## src/include/wwd_pkg.sv

```systemverilog
// Constants, types and helpers shared by the window watchdog files.
package wwd_pkg;

	// ----------------------------------------------------------------
	// Register map (byte addresses on the Wishbone bus)
	// ----------------------------------------------------------------
	localparam logic [7:0] WWD_CTL_ADR = 8'h00;
	localparam logic [7:0] WWD_WIN_ADR = 8'h04;
	localparam logic [7:0] WWD_STAT_ADR = 8'h08;
	localparam logic [7:0] WWD_OPT_ADR = 8'h0c;

	// ----------------------------------------------------------------
	// Field positions and reset values
	// ----------------------------------------------------------------
	localparam int WWD_ACT_BIT = 7;
	localparam int WWD_TOP_BIT = 6;
	localparam int WWD_OPT_HW_BIT = 0;
	localparam int WWD_OPT_HALT_BIT = 1;
	localparam int WWD_OPT_TB_LO = 2;
	localparam int WWD_STAT_ACT_BIT = 0;
	localparam int WWD_STAT_HALT_BIT = 1;
	localparam logic [6:0] WWD_CNT_RESET = 7'h7f;
	localparam logic [6:0] WWD_WIN_RESET = 7'h7f;
	localparam logic [6:0] WWD_EXPIRE_VAL = 7'h40;

	// ----------------------------------------------------------------
	// Timing
	// ----------------------------------------------------------------
	localparam int WWD_PRESCALE_TICKS = 16384;
	localparam int WWD_PRE_W = 14;
	localparam int WWD_CLK_PERIOD_NS = 50;
	localparam int WWD_RST_PULSE_NS = 30000;
	localparam logic [9:0] WWD_RST_PULSE_CYC = 10'(WWD_RST_PULSE_NS / WWD_CLK_PERIOD_NS);

	// Timebase dependent offset of the prescaler phase.
	localparam logic [6:0] WWD_TB_LSB_2MS = 7'h3b;
	localparam logic [6:0] WWD_TB_LSB_4MS = 7'h35;
	localparam logic [6:0] WWD_TB_LSB_10MS = 7'h23;
	localparam logic [6:0] WWD_TB_LSB_25MS = 7'h36;

	// ----------------------------------------------------------------
	// Types
	// ----------------------------------------------------------------
	typedef struct packed {
		logic [1:0] timebase_select;
		logic halt_reset_option;
		logic hw_option;
	} wwd_opt_type;

	typedef enum logic [1:0] {
		WWD_RUN = 2'b00,
		WWD_HALT_STEP = 2'b01,
		WWD_HALT_STOP = 2'b11
	} wwd_state_type;

	// Prescaler count at which the downcounter steps: (LSB + 128) * 64 - 1.
	function automatic logic [WWD_PRE_W-1:0] wwd_tb_phase(input logic [1:0] tb);
		logic [6:0] lsb;
		lsb = WWD_TB_LSB_2MS;
		case (tb)
			2'b01: lsb = WWD_TB_LSB_4MS;
			2'b10: lsb = WWD_TB_LSB_10MS;
			2'b11: lsb = WWD_TB_LSB_25MS;
			default: lsb = WWD_TB_LSB_2MS;
		endcase
		return WWD_PRE_W'({1'b1, lsb, 6'h00} - 14'h0001);
	endfunction

endpackage

```

## src/hdl/wwd_prescaler.sv

```systemverilog
// Free-running prescaler that turns secondary oscillator ticks into counter steps.
`timescale 1ns/1ps
module wwd_prescaler
	import wwd_pkg::*;
(
	input wire logic clk_i,
	input wire logic rst_n_i,
	input wire logic tick_i,
	input wire logic [WWD_PRE_W-1:0] phase_i,
	output logic step_o
);

	logic [WWD_PRE_W-1:0] count;
	logic [WWD_PRE_W-1:0] next_count;
	logic step;
	wire hit = tick_i && (count == phase_i);

	// The count has no software load, so a counter reload never moves its phase.
	assign next_count = tick_i ? WWD_PRE_W'(count + 14'h0001) : count;

	always_ff @(posedge clk_i or negedge rst_n_i)
	begin
		if (!rst_n_i)
		begin
			count <= '0;
			step <= 1'b0;
		end
		else
		begin
			count <= next_count;
			step <= hit;
		end
	end

	assign step_o = step;
endmodule

```

## src/hdl/wwd_top.sv

```systemverilog
// Window watchdog with a Wishbone register slave.
`timescale 1ns/1ps
// Operation
// - Counter steps every 16384 oscillator ticks; writes never reset prescaler phase.
// - Six low counter bits give the step count before expiry.
// - Active watchdog resets when counter goes from 40h to 3Fh.
// - Watchdog reset drives the reset pin low about 30 microseconds.
// - Reloading an active watchdog while counter exceeds window limit causes a reset.
// - Software activation: off after reset, set bit enables until reset.
// - Hardware option keeps watchdog active, activation bit ignored.
// - Counter keeps counting down while watchdog disabled.
// - Writing activation set with top bit clear resets at once.
// - Active watchdog with halt option turns halt into a reset.
// - Timeout after a write varies with unknown prescaler phase.
// - Timebase select moves the step phase only; step period stays 16384 ticks.
// - Control and window registers reset to 7Fh.
// - Wait mode leaves the counter decrementing.
// - Halt without reset: one more step, then frozen, no reset.
module wwd_top
	import wwd_pkg::*;
(
	input wire logic MCLK_I,
	input wire logic RESETN_I,
	input wire logic WB_CYC_I,
	input wire logic WB_STB_I,
	input wire logic WB_WE_I,
	input wire logic [7:0] WB_ADR_I,
	input wire logic [3:0] WB_SEL_I,
	input wire logic [31:0] WB_DAT_I,
	output logic [31:0] WB_DAT_O,
	output logic WB_ACK_O,
	input wire logic OSC_TICK_I,
	input wire logic HALT_REQ_I,
	input wire logic WAKE_I,
	output logic HALT_ENTER_O,
	output logic RESET_REQ_O,
	output logic RESET_PIN_N_O
);

	// ----------------------------------------------------------------
	// State
	// ----------------------------------------------------------------
	logic act;
	logic [6:0] counter;
	logic [6:0] window;
	wwd_opt_type opt;
	wwd_state_type state;
	wwd_state_type next_state;
	logic [6:0] next_counter;
	logic ack;
	logic [31:0] rdata;
	logic req;
	logic halt_enter;
	logic [9:0] pin_cnt;
	logic [9:0] next_pin_cnt;
	logic pin_n;
	logic step;

	// ----------------------------------------------------------------
	// Bus decode
	// ----------------------------------------------------------------
	wire bus_req = WB_CYC_I && WB_STB_I;
	wire bus_wr = bus_req && WB_WE_I && ack && WB_SEL_I[0];
	wire sel_ctl = (WB_ADR_I == WWD_CTL_ADR);
	wire sel_win = (WB_ADR_I == WWD_WIN_ADR);
	wire sel_stat = (WB_ADR_I == WWD_STAT_ADR);
	wire sel_opt = (WB_ADR_I == WWD_OPT_ADR);
	wire wr_ctl = bus_wr && sel_ctl;
	wire wr_win = bus_wr && sel_win;
	wire wr_opt = bus_wr && sel_opt;
	wire [7:0] wdat = WB_DAT_I[7:0];

	wire active = act || opt.hw_option;

	logic [7:0] read_mux;
	always_comb
	begin
		read_mux = 8'h00;
		if (sel_ctl)
			read_mux = {act, counter};
		else if (sel_win)
			read_mux = {1'b0, window};
		else if (sel_stat)
			read_mux = {6'h00, state != WWD_RUN, active};
		else if (sel_opt)
			read_mux = {4'h0, opt};
	end

	// ----------------------------------------------------------------
	// Watchdog decisions
	// ----------------------------------------------------------------
	wire halted = (state != WWD_RUN);
	wire step_eff = step && (state != WWD_HALT_STOP);

	// Both halted states mask the timeout, so the one step taken in WWD_HALT_STEP cannot expire either.
	wire timeout = active && !halted && step_eff && !wr_ctl
		&& (counter == WWD_EXPIRE_VAL);
	wire win_err = wr_ctl && active && (counter > window);
	wire soft_rst = wr_ctl && (active || wdat[WWD_ACT_BIT])
		&& !wdat[WWD_TOP_BIT];
	wire halt_rst = HALT_REQ_I && active && opt.halt_reset_option;
	wire fire = timeout || win_err || soft_rst || halt_rst;

	// The counter runs whether or not the watchdog is active; wait mode has no input here.
	always_comb
	begin
		next_counter = counter;
		if (wr_ctl)
			next_counter = wdat[6:0];
		else if (step_eff)
			next_counter = 7'(counter - 7'h01);
	end

	always_comb
	begin
		next_state = state;
		case (state)
			WWD_RUN:
				if (HALT_REQ_I && !halt_rst)
					next_state = WWD_HALT_STEP;
			WWD_HALT_STEP:
				if (WAKE_I)
					next_state = WWD_RUN;
				else if (step)
					next_state = WWD_HALT_STOP;
			WWD_HALT_STOP:
				if (WAKE_I)
					next_state = WWD_RUN;
			default:
				next_state = WWD_RUN;
		endcase
	end

	assign next_pin_cnt = fire ? WWD_RST_PULSE_CYC
		: (pin_cnt != 10'h000) ? 10'(pin_cnt - 10'h001) : pin_cnt;

	// ----------------------------------------------------------------
	// Registers
	// ----------------------------------------------------------------
	always_ff @(posedge MCLK_I or negedge RESETN_I)
	begin
		if (!RESETN_I)
		begin
			act <= 1'b0;
			counter <= WWD_CNT_RESET;
			window <= WWD_WIN_RESET;
			state <= WWD_RUN;
		end
		else if (fire)
		begin
			// The watchdog's own reset returns act, counter, window and state to their power-on values.
			act <= 1'b0;
			counter <= WWD_CNT_RESET;
			window <= WWD_WIN_RESET;
			state <= WWD_RUN;
		end
		else
		begin
			act <= act || (wr_ctl && wdat[WWD_ACT_BIT]);
			counter <= next_counter;
			window <= wr_win ? wdat[6:0] : window;
			state <= next_state;
		end
	end

	// Options behave like an option byte: the watchdog's own reset keeps them.
	always_ff @(posedge MCLK_I or negedge RESETN_I)
	begin
		if (!RESETN_I)
			opt <= '0;
		else if (wr_opt)
			opt <= wdat[3:0];
	end

	always_ff @(posedge MCLK_I or negedge RESETN_I)
	begin
		if (!RESETN_I)
		begin
			ack <= 1'b0;
			rdata <= '0;
		end
		else
		begin
			ack <= bus_req && !ack;
			rdata <= {24'h000000, read_mux};
		end
	end

	always_ff @(posedge MCLK_I or negedge RESETN_I)
	begin
		if (!RESETN_I)
		begin
			req <= 1'b0;
			halt_enter <= 1'b0;
			pin_cnt <= 10'h000;
			pin_n <= 1'b1;
		end
		else
		begin
			req <= fire;
			halt_enter <= HALT_REQ_I && !halt_rst && !halted;
			pin_cnt <= next_pin_cnt;
			pin_n <= (next_pin_cnt == 10'h000);
		end
	end

	// ----------------------------------------------------------------
	// Prescaler
	// ----------------------------------------------------------------
	wwd_prescaler u_pre (
		.clk_i(MCLK_I),
		.rst_n_i(RESETN_I),
		.tick_i(OSC_TICK_I),
		.phase_i(wwd_tb_phase(opt.timebase_select)),
		.step_o(step)
	);

	assign WB_ACK_O = ack;
	assign WB_DAT_O = rdata;
	assign RESET_REQ_O = req;
	assign RESET_PIN_N_O = pin_n;
	assign HALT_ENTER_O = halt_enter;
endmodule

```

## config.mk

```make
export PLATFORM = sky130hd
export DESIGN_NAME = wwd_top
export DESIGN_NICKNAME = d
export VERILOG_FILES = /design/src/include/wwd_pkg.sv /design/src/hdl/wwd_prescaler.sv /design/src/hdl/wwd_top.sv
export SDC_FILE = /design/constraint.sdc
export NUM_CORES = 1
export LEC_CHECK = 0
export ABC_CLOCK_PERIOD_IN_PS = 3400
export BUFFER_PORTS_ARGS = -buffer_cell sky130_fd_sc_hd__buf_2
export CAP_MARGIN = 20
export CORE_MARGIN = 10
export CORE_UTILIZATION = 45
export DETAILED_ROUTE_END_ITERATION = 8
export PLACE_DENSITY = 0.7
export SLEW_MARGIN = 10
export SYNTH_ARGS = -nofsm -noshare
export SYNTH_HDL_FRONTEND = slang
export SYNTH_SLANG_ARGS = --single-unit
```

## constraint.sdc

```tcl
create_clock -name MCLK_I -period 3.4 [get_ports MCLK_I]
set_clock_uncertainty 0.15 [all_clocks]
set_input_delay 0.17 -clock MCLK_I [delete_from_list [all_inputs] [get_ports MCLK_I]]
set_output_delay 0.17 -clock MCLK_I [all_outputs]
set_load 0.03 [all_outputs]
```

# Yosys cells after proc, flatten, opt, wreduce, memory -nomap -nowiden
# Cells that the tools add are included.
# op_classes
add_sub_neg,4
n_mul,0
div_mod_pow,0
magnitude_cmp,1
eq_ne,14
shift,0
n_mux,19
n_bitwise,0
n_reduce_logical,42
# ops
operator,count
$mux 7,5
$logic_and 1x1->1,23
$mux 10,2
$eq 8x4->1 const B,2
$mux 8,2
$pmux 5 s3,1
$add 14x1->14 const B,1
$eq 14x14->1,1
$sub 14x1->14 const B,1
$logic_not 10->1,1
$mux 2,5
$reduce_bool 10->1,1
$sub 10x1->10 const B,1
$eq 8x3->1 const B,1
$logic_not 8->1,1
$mux 4,2
$eq 7x7->1 const B,1
$gt 7x7->1,1
$sub 7x1->7 const B,1
$eq 2x2->1 const B,3
$logic_or 1x1->1,6
$ne 3x3->1 const B,2
$pmux 2 s3,1
$logic_not 1->1,5
other kinds (8),10
# word_totals
register_bits,58
latch_bits,0
ram_bits,0
romBits,0
in_bits,52
output_inout_bits,36
wordCells,95
memories,0

# Depth between registers and ports, before layout
# Gate-level depths: netlist (run 1).
# depth
word_depth,13
depth_mapped,8
ltp_nobuf,7

# Cells and area by module
# From an unflattened synthesis (run 1), not the netlist that was laid out.
# hier_totals
cells_unflattened,374
area_unflattened_um2,3583.4
# by_module_without_submodules
module,n_inst,cells_per_inst,area_per_inst_um2
wwd_top,1,299,2753.9
wwd_prescaler,1,75,829.5

# Worst setup path after synthesis (run 1)
# No wires, ideal clock.
# synth_path
kind,register to register
start,"reg ack, in the netlist WB_ACK_O"
end,reg counter[5]
setup_ns,0.081
arrival_ns,2.070
path_slack_ns,1.099
path_stages_with_launch,6
n_path_buf,1
path_cell_list,dfrtp_1 or4b_2 clkbuf_1 o211ai_1 a21bo_2 a32oi_1
# synth_via
elab_chain_len,10
# synth_rtl
element,line,source
from (decl),wwd_top.sv:50,logic ack;
from (signal assigned),wwd_top.sv:184,ack <= bus_req && !ack;
$logic_and 1x1->1 (*) (2 in a row),wwd_top.sv:63,wire bus_wr = bus_req && WB_WE_I && ack && WB_SEL_I[0];
$logic_and 1x1->1 (*),wwd_top.sv:68,wire wr_ctl = bus_wr && sel_ctl;
$logic_not 1->1,wwd_top.sv:96,wire timeout = active && !halted && step_eff && !wr_ctl
$logic_and 1x1->1,wwd_top.sv:96,
$logic_and 1x1->1,wwd_top.sv:97,&& (counter == WWD_EXPIRE_VAL);
$logic_or 1x1->1 (3 in a row),wwd_top.sv:102,wire fire = timeout || win_err || soft_rst || halt_rst;
$reduce_bool 3->1 (no line) or $mux 7 (tied branches),n/a,
to (signal assigned),wwd_top.sv:160,counter <= next_counter;
to (decl),wwd_top.sv:44,logic [6:0] counter;
# Every way passes the cells marked *; elsewhere a longest branch is shown, timed or not.
# A chain may end at the register's enable or synchronous reset.

# Final worst setup path (run 1)
# layout_path
start,in WB_STB_I
end,reg pin_cnt[1]
# layout_via
elab_chain_len,12
# layout_rtl
element,line,source
from (decl),wwd_top.sv:25,"input wire logic WB_STB_I,"
$logic_and 1x1->1 (*),wwd_top.sv:62,wire bus_req = WB_CYC_I && WB_STB_I;
$logic_and 1x1->1 (*) (3 in a row),wwd_top.sv:63,
$logic_and 1x1->1 (*),wwd_top.sv:68,
$logic_not 1->1,wwd_top.sv:96,
$logic_and 1x1->1,wwd_top.sv:96,
$logic_and 1x1->1,wwd_top.sv:97,
$logic_or 1x1->1,wwd_top.sv:102,
$logic_or 1x1->1 (*) (2 in a row),wwd_top.sv:102,
$mux 10 (*),wwd_top.sv:134,assign next_pin_cnt = fire ? WWD_RST_PULSE_CYC
named net next_pin_cnt[1],wwd_top.sv:55,logic [9:0] next_pin_cnt;
to (signal assigned),wwd_top.sv:202,pin_cnt <= next_pin_cnt;
to (decl),wwd_top.sv:54,logic [9:0] pin_cnt;
# Mark *: on every way through the listed nets, which the timed path passes. The rest lies on a longest branch.

==> flow_metrics.tcl, run 1 <==
set metrics [dict create \
    status "finished clean" \
    cp_max_fo 12 \
    yosys_most_used_dff "dfrtp_1" \
    synth-seq-cells 58 \
    core_area_mm2 0.00729 \
    setup_tns_ns 0 \
    ys_seq_area_share_pct 43.4 \
    setup_viol 0 \
    max_slew_margin_pct 44.7 \
    antennaDiodeCount 0 \
    numClockSinks 58 \
    drive_above_1_share_pct 21.1 \
    start_util_pct 46.4 \
    die_w_um 107 \
    min_period_over_period_pct 80.5 \
    p_per_area_mw_per_mm2 490 \
    syn_avg_cell_area_um2 9.87 \
    end_kind "register" \
    ios 88 \
    grt_usage_pct 14.3 \
    timing.fmax_mhz 366 \
    insertion_delay_ns 0.34 \
    crit_slowest_cell "or4b_2" \
    dieArea_mm2 0.0114 \
    place.gp.congestion 0.901 \
    drc 0 \
    slowest_delay_ns 0.83 \
    drv_cap 0 \
    netlist_area_mm2 0.00339 \
    numCtsBuffers 9 \
    met2_usage_pct 23.7 \
    final_nets 461 \
    hold_viol 0 \
    crit_path_start_kind "input pin" \
    tightest_slew_ns 0.830 \
    yosysTopAreaCell "dfrtp_1" \
    syn_inst 343 \
    drtIter0Drc 136 \
    path_buf_inv 2 \
    crit_arrival_ns 2.79 \
    use_met3_pct 4.97 \
    grt_pass1_vias 2851 \
    finalWorstPathRequiredPeriod_ns 2.74 \
    ctsResizeCount 0 \
    vias 2735 \
    yosysUniqueCellTypes 56 \
    grt_pass1_wl_um 13600 \
    rsz0062_at_grt "no" \
    whs_ns 0.0574 \
    vias_per_cell 5.45 \
    antenna_found_initial 0 \
    cpLargestDelayFamily "simple AND/OR/NAND/NOR gates" \
    busiest_layer "met2" \
    fill_cells 695 \
    h-tree-depth 3 \
    synthArstFlopShare_pct 100 \
    critPathKind "in -> reg" \
    rows 31 \
    netlist.area_leader.share_pct 31.8 \
    cts_tree "done" \
    clk_path_buf_depth 2 \
    postRouteAntennaNets 0 \
    wl_um 8090 \
    hold_class "in -> reg" \
    synth.area.top_cells "dfrtp_1 (32%), dfstp_2 (12%), buf_4 (5.3%)" \
    drt-pass1-iter-count 6 \
    leakage_nw 1.95 \
    cp.required_ns 3.45 \
    worstPathCellList "dlygate4sd3_1, buf_2, nand2_1, or4b_2, or2_0, a22oi_4, a2111oi_0" \
    synth-edff-count 0 \
    vdd_drop_max_uv 338 \
    gr-total-overflow 0 \
    routedWlPerCell_um 16.1 \
    report.final.slew_viol_count 0 \
    syn_to_final_growth_pct 16.4 \
    use_met1_pct 17.3 \
    grt_max_degree 37 \
    dieHeight_um 107 \
    cts_root_buffer "clkbuf_8" \
    cts.clk_slew.worst_paths_ns 0.07 \
    yosysWarnings 0 \
    port-buffer-count 36 \
    hpwl_um 5850 \
]
==> state kept, by name, summed over array words and instances, names as in the netlist <==
signal	flops
opt	4
pin_cnt	10
RESET_REQ_O	1
counter	7
act	1
u_pre.step_o	1
HALT_ENTER_O	1
window	7
WB_DAT_O	8
u_pre.count	14
RESET_PIN_N_O	1
state	2
WB_ACK_O	1
==> cells in the mapped netlist (2+ instances only) <==
cell and count:
a211oi_1 4, a21oi_1 10, a22oi_1 4, a31oi_1 5, a32oi_1 3, and3_1 7, buf_2 2, buf_4 24
buf_6 2, clkbuf_1 7, dfrtp_1 43, dfstp_2 15, ha_1 11, inv_1 21, mux2_2 5, mux2i_1 16
nand2_1 12, nand2b_1 4, nand3_1 21, nand4_1 7, nor2_1 23, nor2b_1 3, nor3_1 16, nor3b_1 2
nor4_1 3, nor4b_1 2, nor4bb_1 2, o2111ai_1 2, o211a_1 2, o211ai_1 6, o21ai_0 14, o21bai_1 2
or2_2 2, or3_1 4, or4_1 3, xnor2_1 11, xor2_1 4
==> layer usage <==
layer	vias up	share of wire, %
met5	-	0
met4	0	0.73
met3	11	8.4
met2	98	49
met1	1319	42
li1	1307	-
==> placed cells by master, fill, tap and decap left out, drive strengths merged, types with 9 or more instances in the layout <==
master       synthesis  final
dlygate4sd3          0     15
o21ai               14     14
nor2                23     23
nand3               21     21
mux2i               16     16
dfstp               15     15
nor3                17     17
dfrtp               43     43
clkbuf               7      9
inv                 21     21
a21oi               10     10
ha                  11     11
buf                 28     41
nand2               12     12
xnor2               11     11
conb                 1     24
==> metrics by stage <==
stage          instance area, um2  utilization [%]  power (W)  std cells  setup slack [ns]
2_1_floorplan                3470                -    0.00116        366              1.10
3_3_place_gp                 3570             49.0    0.00122        471             0.745
3_5_place_dp                 3570             49.0    0.00123        471             0.731
4_1_cts                      3940             54.1    0.00195        502             0.725
5_1_grt                      3940             54.1    0.00204        502             0.598
6_report                     3940             54.1    0.00193        502             0.665
==> cell type report <==
| class | instances | area (um2) | area share [%] |
|---|---|---|---|
| inverter | 21 | 78.8 | 2.00 |
| tap | 99 | 124 | 3.14 |
| multi-input combinational | 252 | 1680 | 42.7 |
| clock inverter | 7 | 93.8 | 2.38 |
| timing repair buffer | 56 | 368 | 9.33 |
| clock buffer | 9 | 124 | 3.14 |
| sequential | 58 | 1470 | 37.3 |
==> worst min-delay path, cell delays in order <==
cell and delay [ns]:
buf_2 0.08, or3_1 0.18, nor2_1 0.07
==> where the power goes <==
group	switching [W]	internal, W
Combinational	0.000182	0.000148
Sequential	0.000117	0.000787
Clock	0.000285	0.000410
Total	0.000585	0.00135
==> final timing paths <==
kind                        startpoint             to  slack (ns)  cells past startpoint
max                           WB_STB_I     pin_cnt[1]        0.66                      7
max reg2reg                   WB_ACK_O     pin_cnt[1]        0.84                      4
min reg2reg                   WB_ACK_O       WB_ACK_O        0.33                      1
min in group asynchronous     RESETN_I     pin_cnt[5]        0.33                      2
min                        WB_ADR_I[0]    WB_DAT_O[2]        0.06                      3
max in group asynchronous     RESETN_I  RESET_PIN_N_O        1.91                      3
==> cells by family (layout without fill, tap and decap cells) <==
group | Yosys count | count (layout) | synth area share [%]
simple gates | 116 | 116 | 18.5
compound gates | 64 | 64 | 13.6
flops | 58 | 58 | 43.4
buf+inv | 56 | 93 | 9.39
mux | 22 | 22 | 7.06
xor+xnor | 15 | 15 | 3.88
fa+ha+maj | 11 | 11 | 4.06
other cells | 1 | 24 | 0.111
==> timing repair <==
action,CTS,global route
buffers inserted,0,0
hold buffers,15,0
hold endpoints to repair,52,0
(Power assumes the default switching activity.)
==> run 2, diff against run 1 <==
Settings changed: ABC_CLOCK_PERIOD_IN_PS 3400 to 2700.
Clock period 3.4 ns to 2.7 ns, I/O delays scaled along.
==> run 2 against run 1 <==
Compared with the run above:
- core utilization decreased by 0.24 points
- sequential share of layout area rose by 0.17 points
- clock power about the same
- via count is 0.66% lower
- cell count increased by 0.60%
- worst hold slack worse by 0.030 ns
- non-clock buffer count rose by 4
- sequential power grew 26%
- combinational power up 27%
- critical path type unchanged
- largest cell class unchanged
- highest routed layer unchanged
==> flow_metrics.tcl, run 2 (same netlist as run 1, synthesis figures left out) <==
set metrics [dict create \
    cts_root_buffer "clkbuf_8" \
    report.final.slew_viol_count 0 \
    cp_max_fo 11 \
    mostFrequentLayoutCells "dfrtp_1 (43), buf_2 (36), conb_1 (24)" \
    final_core_util_pct 53.8 \
    routedWlPerCell_um 15.6 \
    cp.required_ns 2.80 \
    dieHeight_um 107 \
    cts.clk_slew.worst_paths_ns 0.06 \
    crit_slowest_cell "or4b_2" \
    numCtsBuffers 9 \
    holdPathStages 3 \
    tightest_slew_ns 0.586 \
    final_common_cell "dfrtp_1" \
    cts_tree "done" \
    place.gp.congestion 0.886 \
    leakage_nw 1.96 \
    postRouteAntennaNets 0 \
    crit_arrival_ns 2.51 \
    crit_path_start_kind "input pin" \
    timing.fmax_mhz 416 \
    fill_cells 691 \
    vias_per_cell 5.38 \
    end_kind "register" \
    reg2reg_depth 8 \
    largest_register_ffs 14 \
    vias 2717 \
    insertion_delay_ns 0.33 \
    start_util_pct 46.4 \
    p_per_area_mw_per_mm2 574 \
    ctsResizeCount 0 \
    drv_cap 0 \
    stdcell_area_mm2 0.00393 \
    hold_buffers 15 \
    slowest_delay_ns 0.66 \
    final_nets 465 \
    power_w 0.00225 \
    seq_area_mm2 0.00147 \
    gr-total-overflow 0 \
    rows 31 \
    worstPathCellList "dlygate4sd3_1, buf_2, nand2_1, or4b_2, buf_4, o21bai_1, o21ai_0, a22oi_1" \
    drt-pass1-iter-count 4 \
    vdd_drop_max_uv 357 \
    grt_max_degree 28 \
    min_period_over_period_pct 89.1 \
    hpwl_um 5700 \
    wl_um 7860 \
    port-buffer-count 36 \
    ios 88 \
    post_dp_cell_area_mm2 0.00360 \
    status "finished clean" \
    hold_viol 0 \
    dieArea_mm2 0.0114 \
    drive_above_1_share_pct 21.4 \
    drtIter0Drc 105 \
    cts_setup_buffers 0 \
    antenna_found_initial 0 \
    hold_class "in -> reg" \
    clk_path_buf_depth 2 \
    antennaDiodeCount 0 \
    regMostFlops "u_pre.count" \
    multi_input_area_mm2 0.00168 \
    numClockSinks 58 \
    grt_usage_pct 14.0 \
    grt_pass1_vias 2788 \
    grt_pass1_wl_um 13200 \
    h-tree-depth 3 \
    rsz0062_at_grt "no" \
    critPathKind "in -> reg" \
    core_area_mm2 0.00729 \
    syn_to_final_growth_pct 15.9 \
    rrSetupSlack_ns 0.38 \
    setup_viol 0 \
    die_w_um 107 \
    drc 0 \
    finalWorstPathRequiredPeriod_ns 2.40 \
    whs_ns 0.0272 \
    setup_tns_ns 0 \
    max_slew_margin_pct 61.0 \
]
[run 2: path summary, 6_finish.rpt]
path                                start             end
setup / recovery                 WB_STB_I      counter[6]
hold / removal                WB_ADR_I[1]     WB_DAT_O[2]
setup reg to reg                window[6]   RESET_PIN_N_O
hold reg to reg            u_pre.count[4]  u_pre.count[4]
max in group asynchronous        RESETN_I       window[0]
min in group asynchronous        RESETN_I      pin_cnt[7]
[run 2: area by class of cell]
cell class                      count  share of cell area [%]
Timing Repair Buffer               60                    10.1
Sequential cell                    58                    37.5
Multi-Input combinational cell    252                    42.9
Tap cell                           99                    3.16
Clock inverter                      3                   0.383
Inverter                           21                    2.01
Clock buffer                       12                    3.95
[run 2: stage by stage]
stage	instances	setup slack, ns
floorplan	366	0.399
finish	505	0.295
detailed placement	475	0.219
global placement	475	0.264
CTS	505	0.341
global route	505	0.154
[run 2: report_power, final]
group          total (W)  switching, W  leakage [nW]  internal (W)
logic           0.000419      0.000231          1.15      0.000188
registers        0.00114      0.000148         0.710      0.000992
clock network   0.000694      0.000321        0.0920      0.000373
total            0.00225      0.000701          1.96       0.00155
[run 2: worst max-delay path, delay by kind of cell]
| kind | cells | cell delay (ns) |
|---|---|---|
| AND/OR/NAND/NOR | 2 | 0.73 |
| buffers and inverters | 3 | 0.83 |
| AO/OA/AOI/OAI | 3 | 0.80 |
[run 2: layer usage]
metal  wire length, um  share of wire, %  up-vias  GRT usage, %
met4               159               2.0        0          4.45
met5                 0                 0        -             0
met3               535               6.8       16          5.03
met2              3730                47       83          22.7
met1              3440                44     1300          17.0
li1                  -                 -     1318             -
==> run 3, diff against run 2 <==
Settings changed: RECOVER_POWER from default to 50.
==> run 3 against run 2 <==
Compared with the run above:
- clock power about the same
- flip-flop and latch count unchanged
- power down 0.11%
- first-iteration DRC count shrank 8.6%
- sequential share of layout area is 0.22 points higher
- critical path depth did not move
- largest cell class unchanged
- largest power group unchanged
==> flow_metrics.tcl, run 3 (same netlist as run 1, synthesis figures left out) <==
set metrics [dict create \
    die_w_um 107 \
    critPathKind "in -> reg" \
    timing.fmax_mhz 415 \
    vdd_drop_max_uv 356 \
    dieHeight_um 107 \
    cpLargestDelayFamily "buffers and inverters" \
    seq_power_share_pct 50.7 \
    start_util_pct 46.4 \
    syn_to_final_growth_pct 15.3 \
    drv_cap 0 \
    regMostFlops "u_pre.count" \
    rows 31 \
    drtIter0Drc 96 \
    gr-total-overflow 0 \
    final_common_cell "dfrtp_1" \
    h-tree-depth 3 \
    cp.required_ns 2.80 \
    final_nets 465 \
    status "finished clean" \
    crit_slowest_cell "or4b_2" \
    reg2reg_depth 8 \
    ios 88 \
    p_per_area_mw_per_mm2 577 \
    report.final.slew_viol_count 0 \
    clkPwrFrac_pct 30.9 \
    antennaDiodeCount 0 \
    rsz0062_at_grt "no" \
    cp_max_fo 11 \
    vias_per_cell 5.39 \
    vias 2720 \
    place.gp.congestion 0.886 \
    grt_pass1_wl_um 13200 \
    leakage_nw 1.90 \
    combPwrFrac_pct 18.5 \
    setup_viol 0 \
    cts.clk_slew.worst_paths_ns 0.06 \
    hold_viol 0 \
    numCtsBuffers 9 \
    routedWlPerCell_um 15.6 \
    p_sw_w 0.000701 \
    crit_arrival_ns 2.51 \
    drive_above_1_share_pct 17.5 \
    crit_cells 8 \
    dieArea_mm2 0.0114 \
    setup_tns_ns 0 \
    min_period_over_period_pct 89.3 \
    drt-pass1-iter-count 4 \
    hold_class "in -> reg" \
    largest_register_ffs 14 \
    internal_power_w 0.00155 \
    grt_usage_pct 14.0 \
    cts_tree "done" \
    tightest_slew_ns 1.39 \
    max_slew_margin_pct 7.19 \
    cts_root_buffer "clkbuf_8" \
    clk_path_buf_depth 2 \
    mostFrequentLayoutCells "dfrtp_1 (43), conb_1 (24), nor2_1 (23)" \
    core_area_mm2 0.00729 \
    crit_path_start_kind "input pin" \
    holdPathStages 3 \
    postRouteAntennaNets 0 \
    post_dp_cell_area_mm2 0.00360 \
    worstPathCellList "dlygate4sd3_1, buf_2, nand2_1, or4b_2, buf_4, o211ai_1, a21bo_2, a32oi_1" \
    wl_um 7900 \
    hpwl_um 5700 \
    grt_pass1_vias 2788 \
    grt_max_degree 28 \
    antenna_found_initial 0 \
    insertion_delay_ns 0.33 \
    power_w 0.00225 \
    finalWorstPathRequiredPeriod_ns 2.41 \
    slowest_delay_ns 0.67 \
    end_kind "register" \
    numClockSinks 58 \
    drc 0 \
    stdcell_area_mm2 0.00390 \
    path_buf_inv 3 \
    port-buffer-count 36 \
    swShare_pct 31.1 \
]
run 3: timing repair:
item / 4_1_cts / 5_1_grt
setup buffers: 0 / 0
endpoints found under the hold margin: 47 / 0
resized for setup: 0 / 0
hold buffers: 15 / 0
run 3: stage by stage:
stage | worst slack (ns) | hold WS [ns] | util (%) | cells
after floorplan | 0.399 | -0.311 | - | 366
after global placement | 0.264 | 0.0202 | 49.4 | 475
after detailed placement | 0.219 | 0.0214 | 49.4 | 475
after CTS | 0.341 | 0.0192 | 53.8 | 505
after global routing | 0.154 | 0.0433 | 53.5 | 505
final | 0.290 | 0.0281 | 53.5 | 505
run 3: power groups by stage:
stage	logic, W	registers [W]	clock network [W]
after floorplan	0.000336	0.00112	0
after global placement	0.000391	0.00115	0
after detailed placement	0.000403	0.00115	0
after CTS	0.000420	0.00114	0.000718
after global routing	0.000469	0.00116	0.000764
final	0.000416	0.00114	0.000695
run 3: worst paths after layout:
kind                                     start             end  slack [ns]
worst max-delay path                  WB_STB_I      counter[4]        0.29
worst min-delay path               WB_ADR_I[1]     WB_DAT_O[2]        0.03
worst min register to register  u_pre.count[4]  u_pre.count[4]        0.33
min in group asynchronous             RESETN_I      pin_cnt[7]        0.51
max in group asynchronous             RESETN_I       window[2]        0.74
worst max register to register       window[6]   RESET_PIN_N_O        0.37
run 3: area by class of cell:
| type | count | area (um2) |
|---|---|---|
| fill | 696 | 3390 |
| multi-input combinational | 252 | 1680 |
| sequential | 58 | 1470 |
| timing repair buffer | 60 | 375 |
| clock buffer | 12 | 155 |
| tap | 99 | 124 |
| inverter | 21 | 78.8 |
| clock inverter | 3 | 15.0 |
run 3: routing by layer:
layer	share of wire [%]	GRT usage, %	up-vias
met5	0	0	-
met4	1.2	4.45	0
met3	6.6	5.03	10
li1	-	-	1313
met1	45	17.0	1320
met2	47	22.7	77
run 3: worst min-delay path: cells and delay by family:
family | cells | cell delay, ns
and+or+nand+nor | 2 | 0.25
buffers and inverters | 1 | 0.08
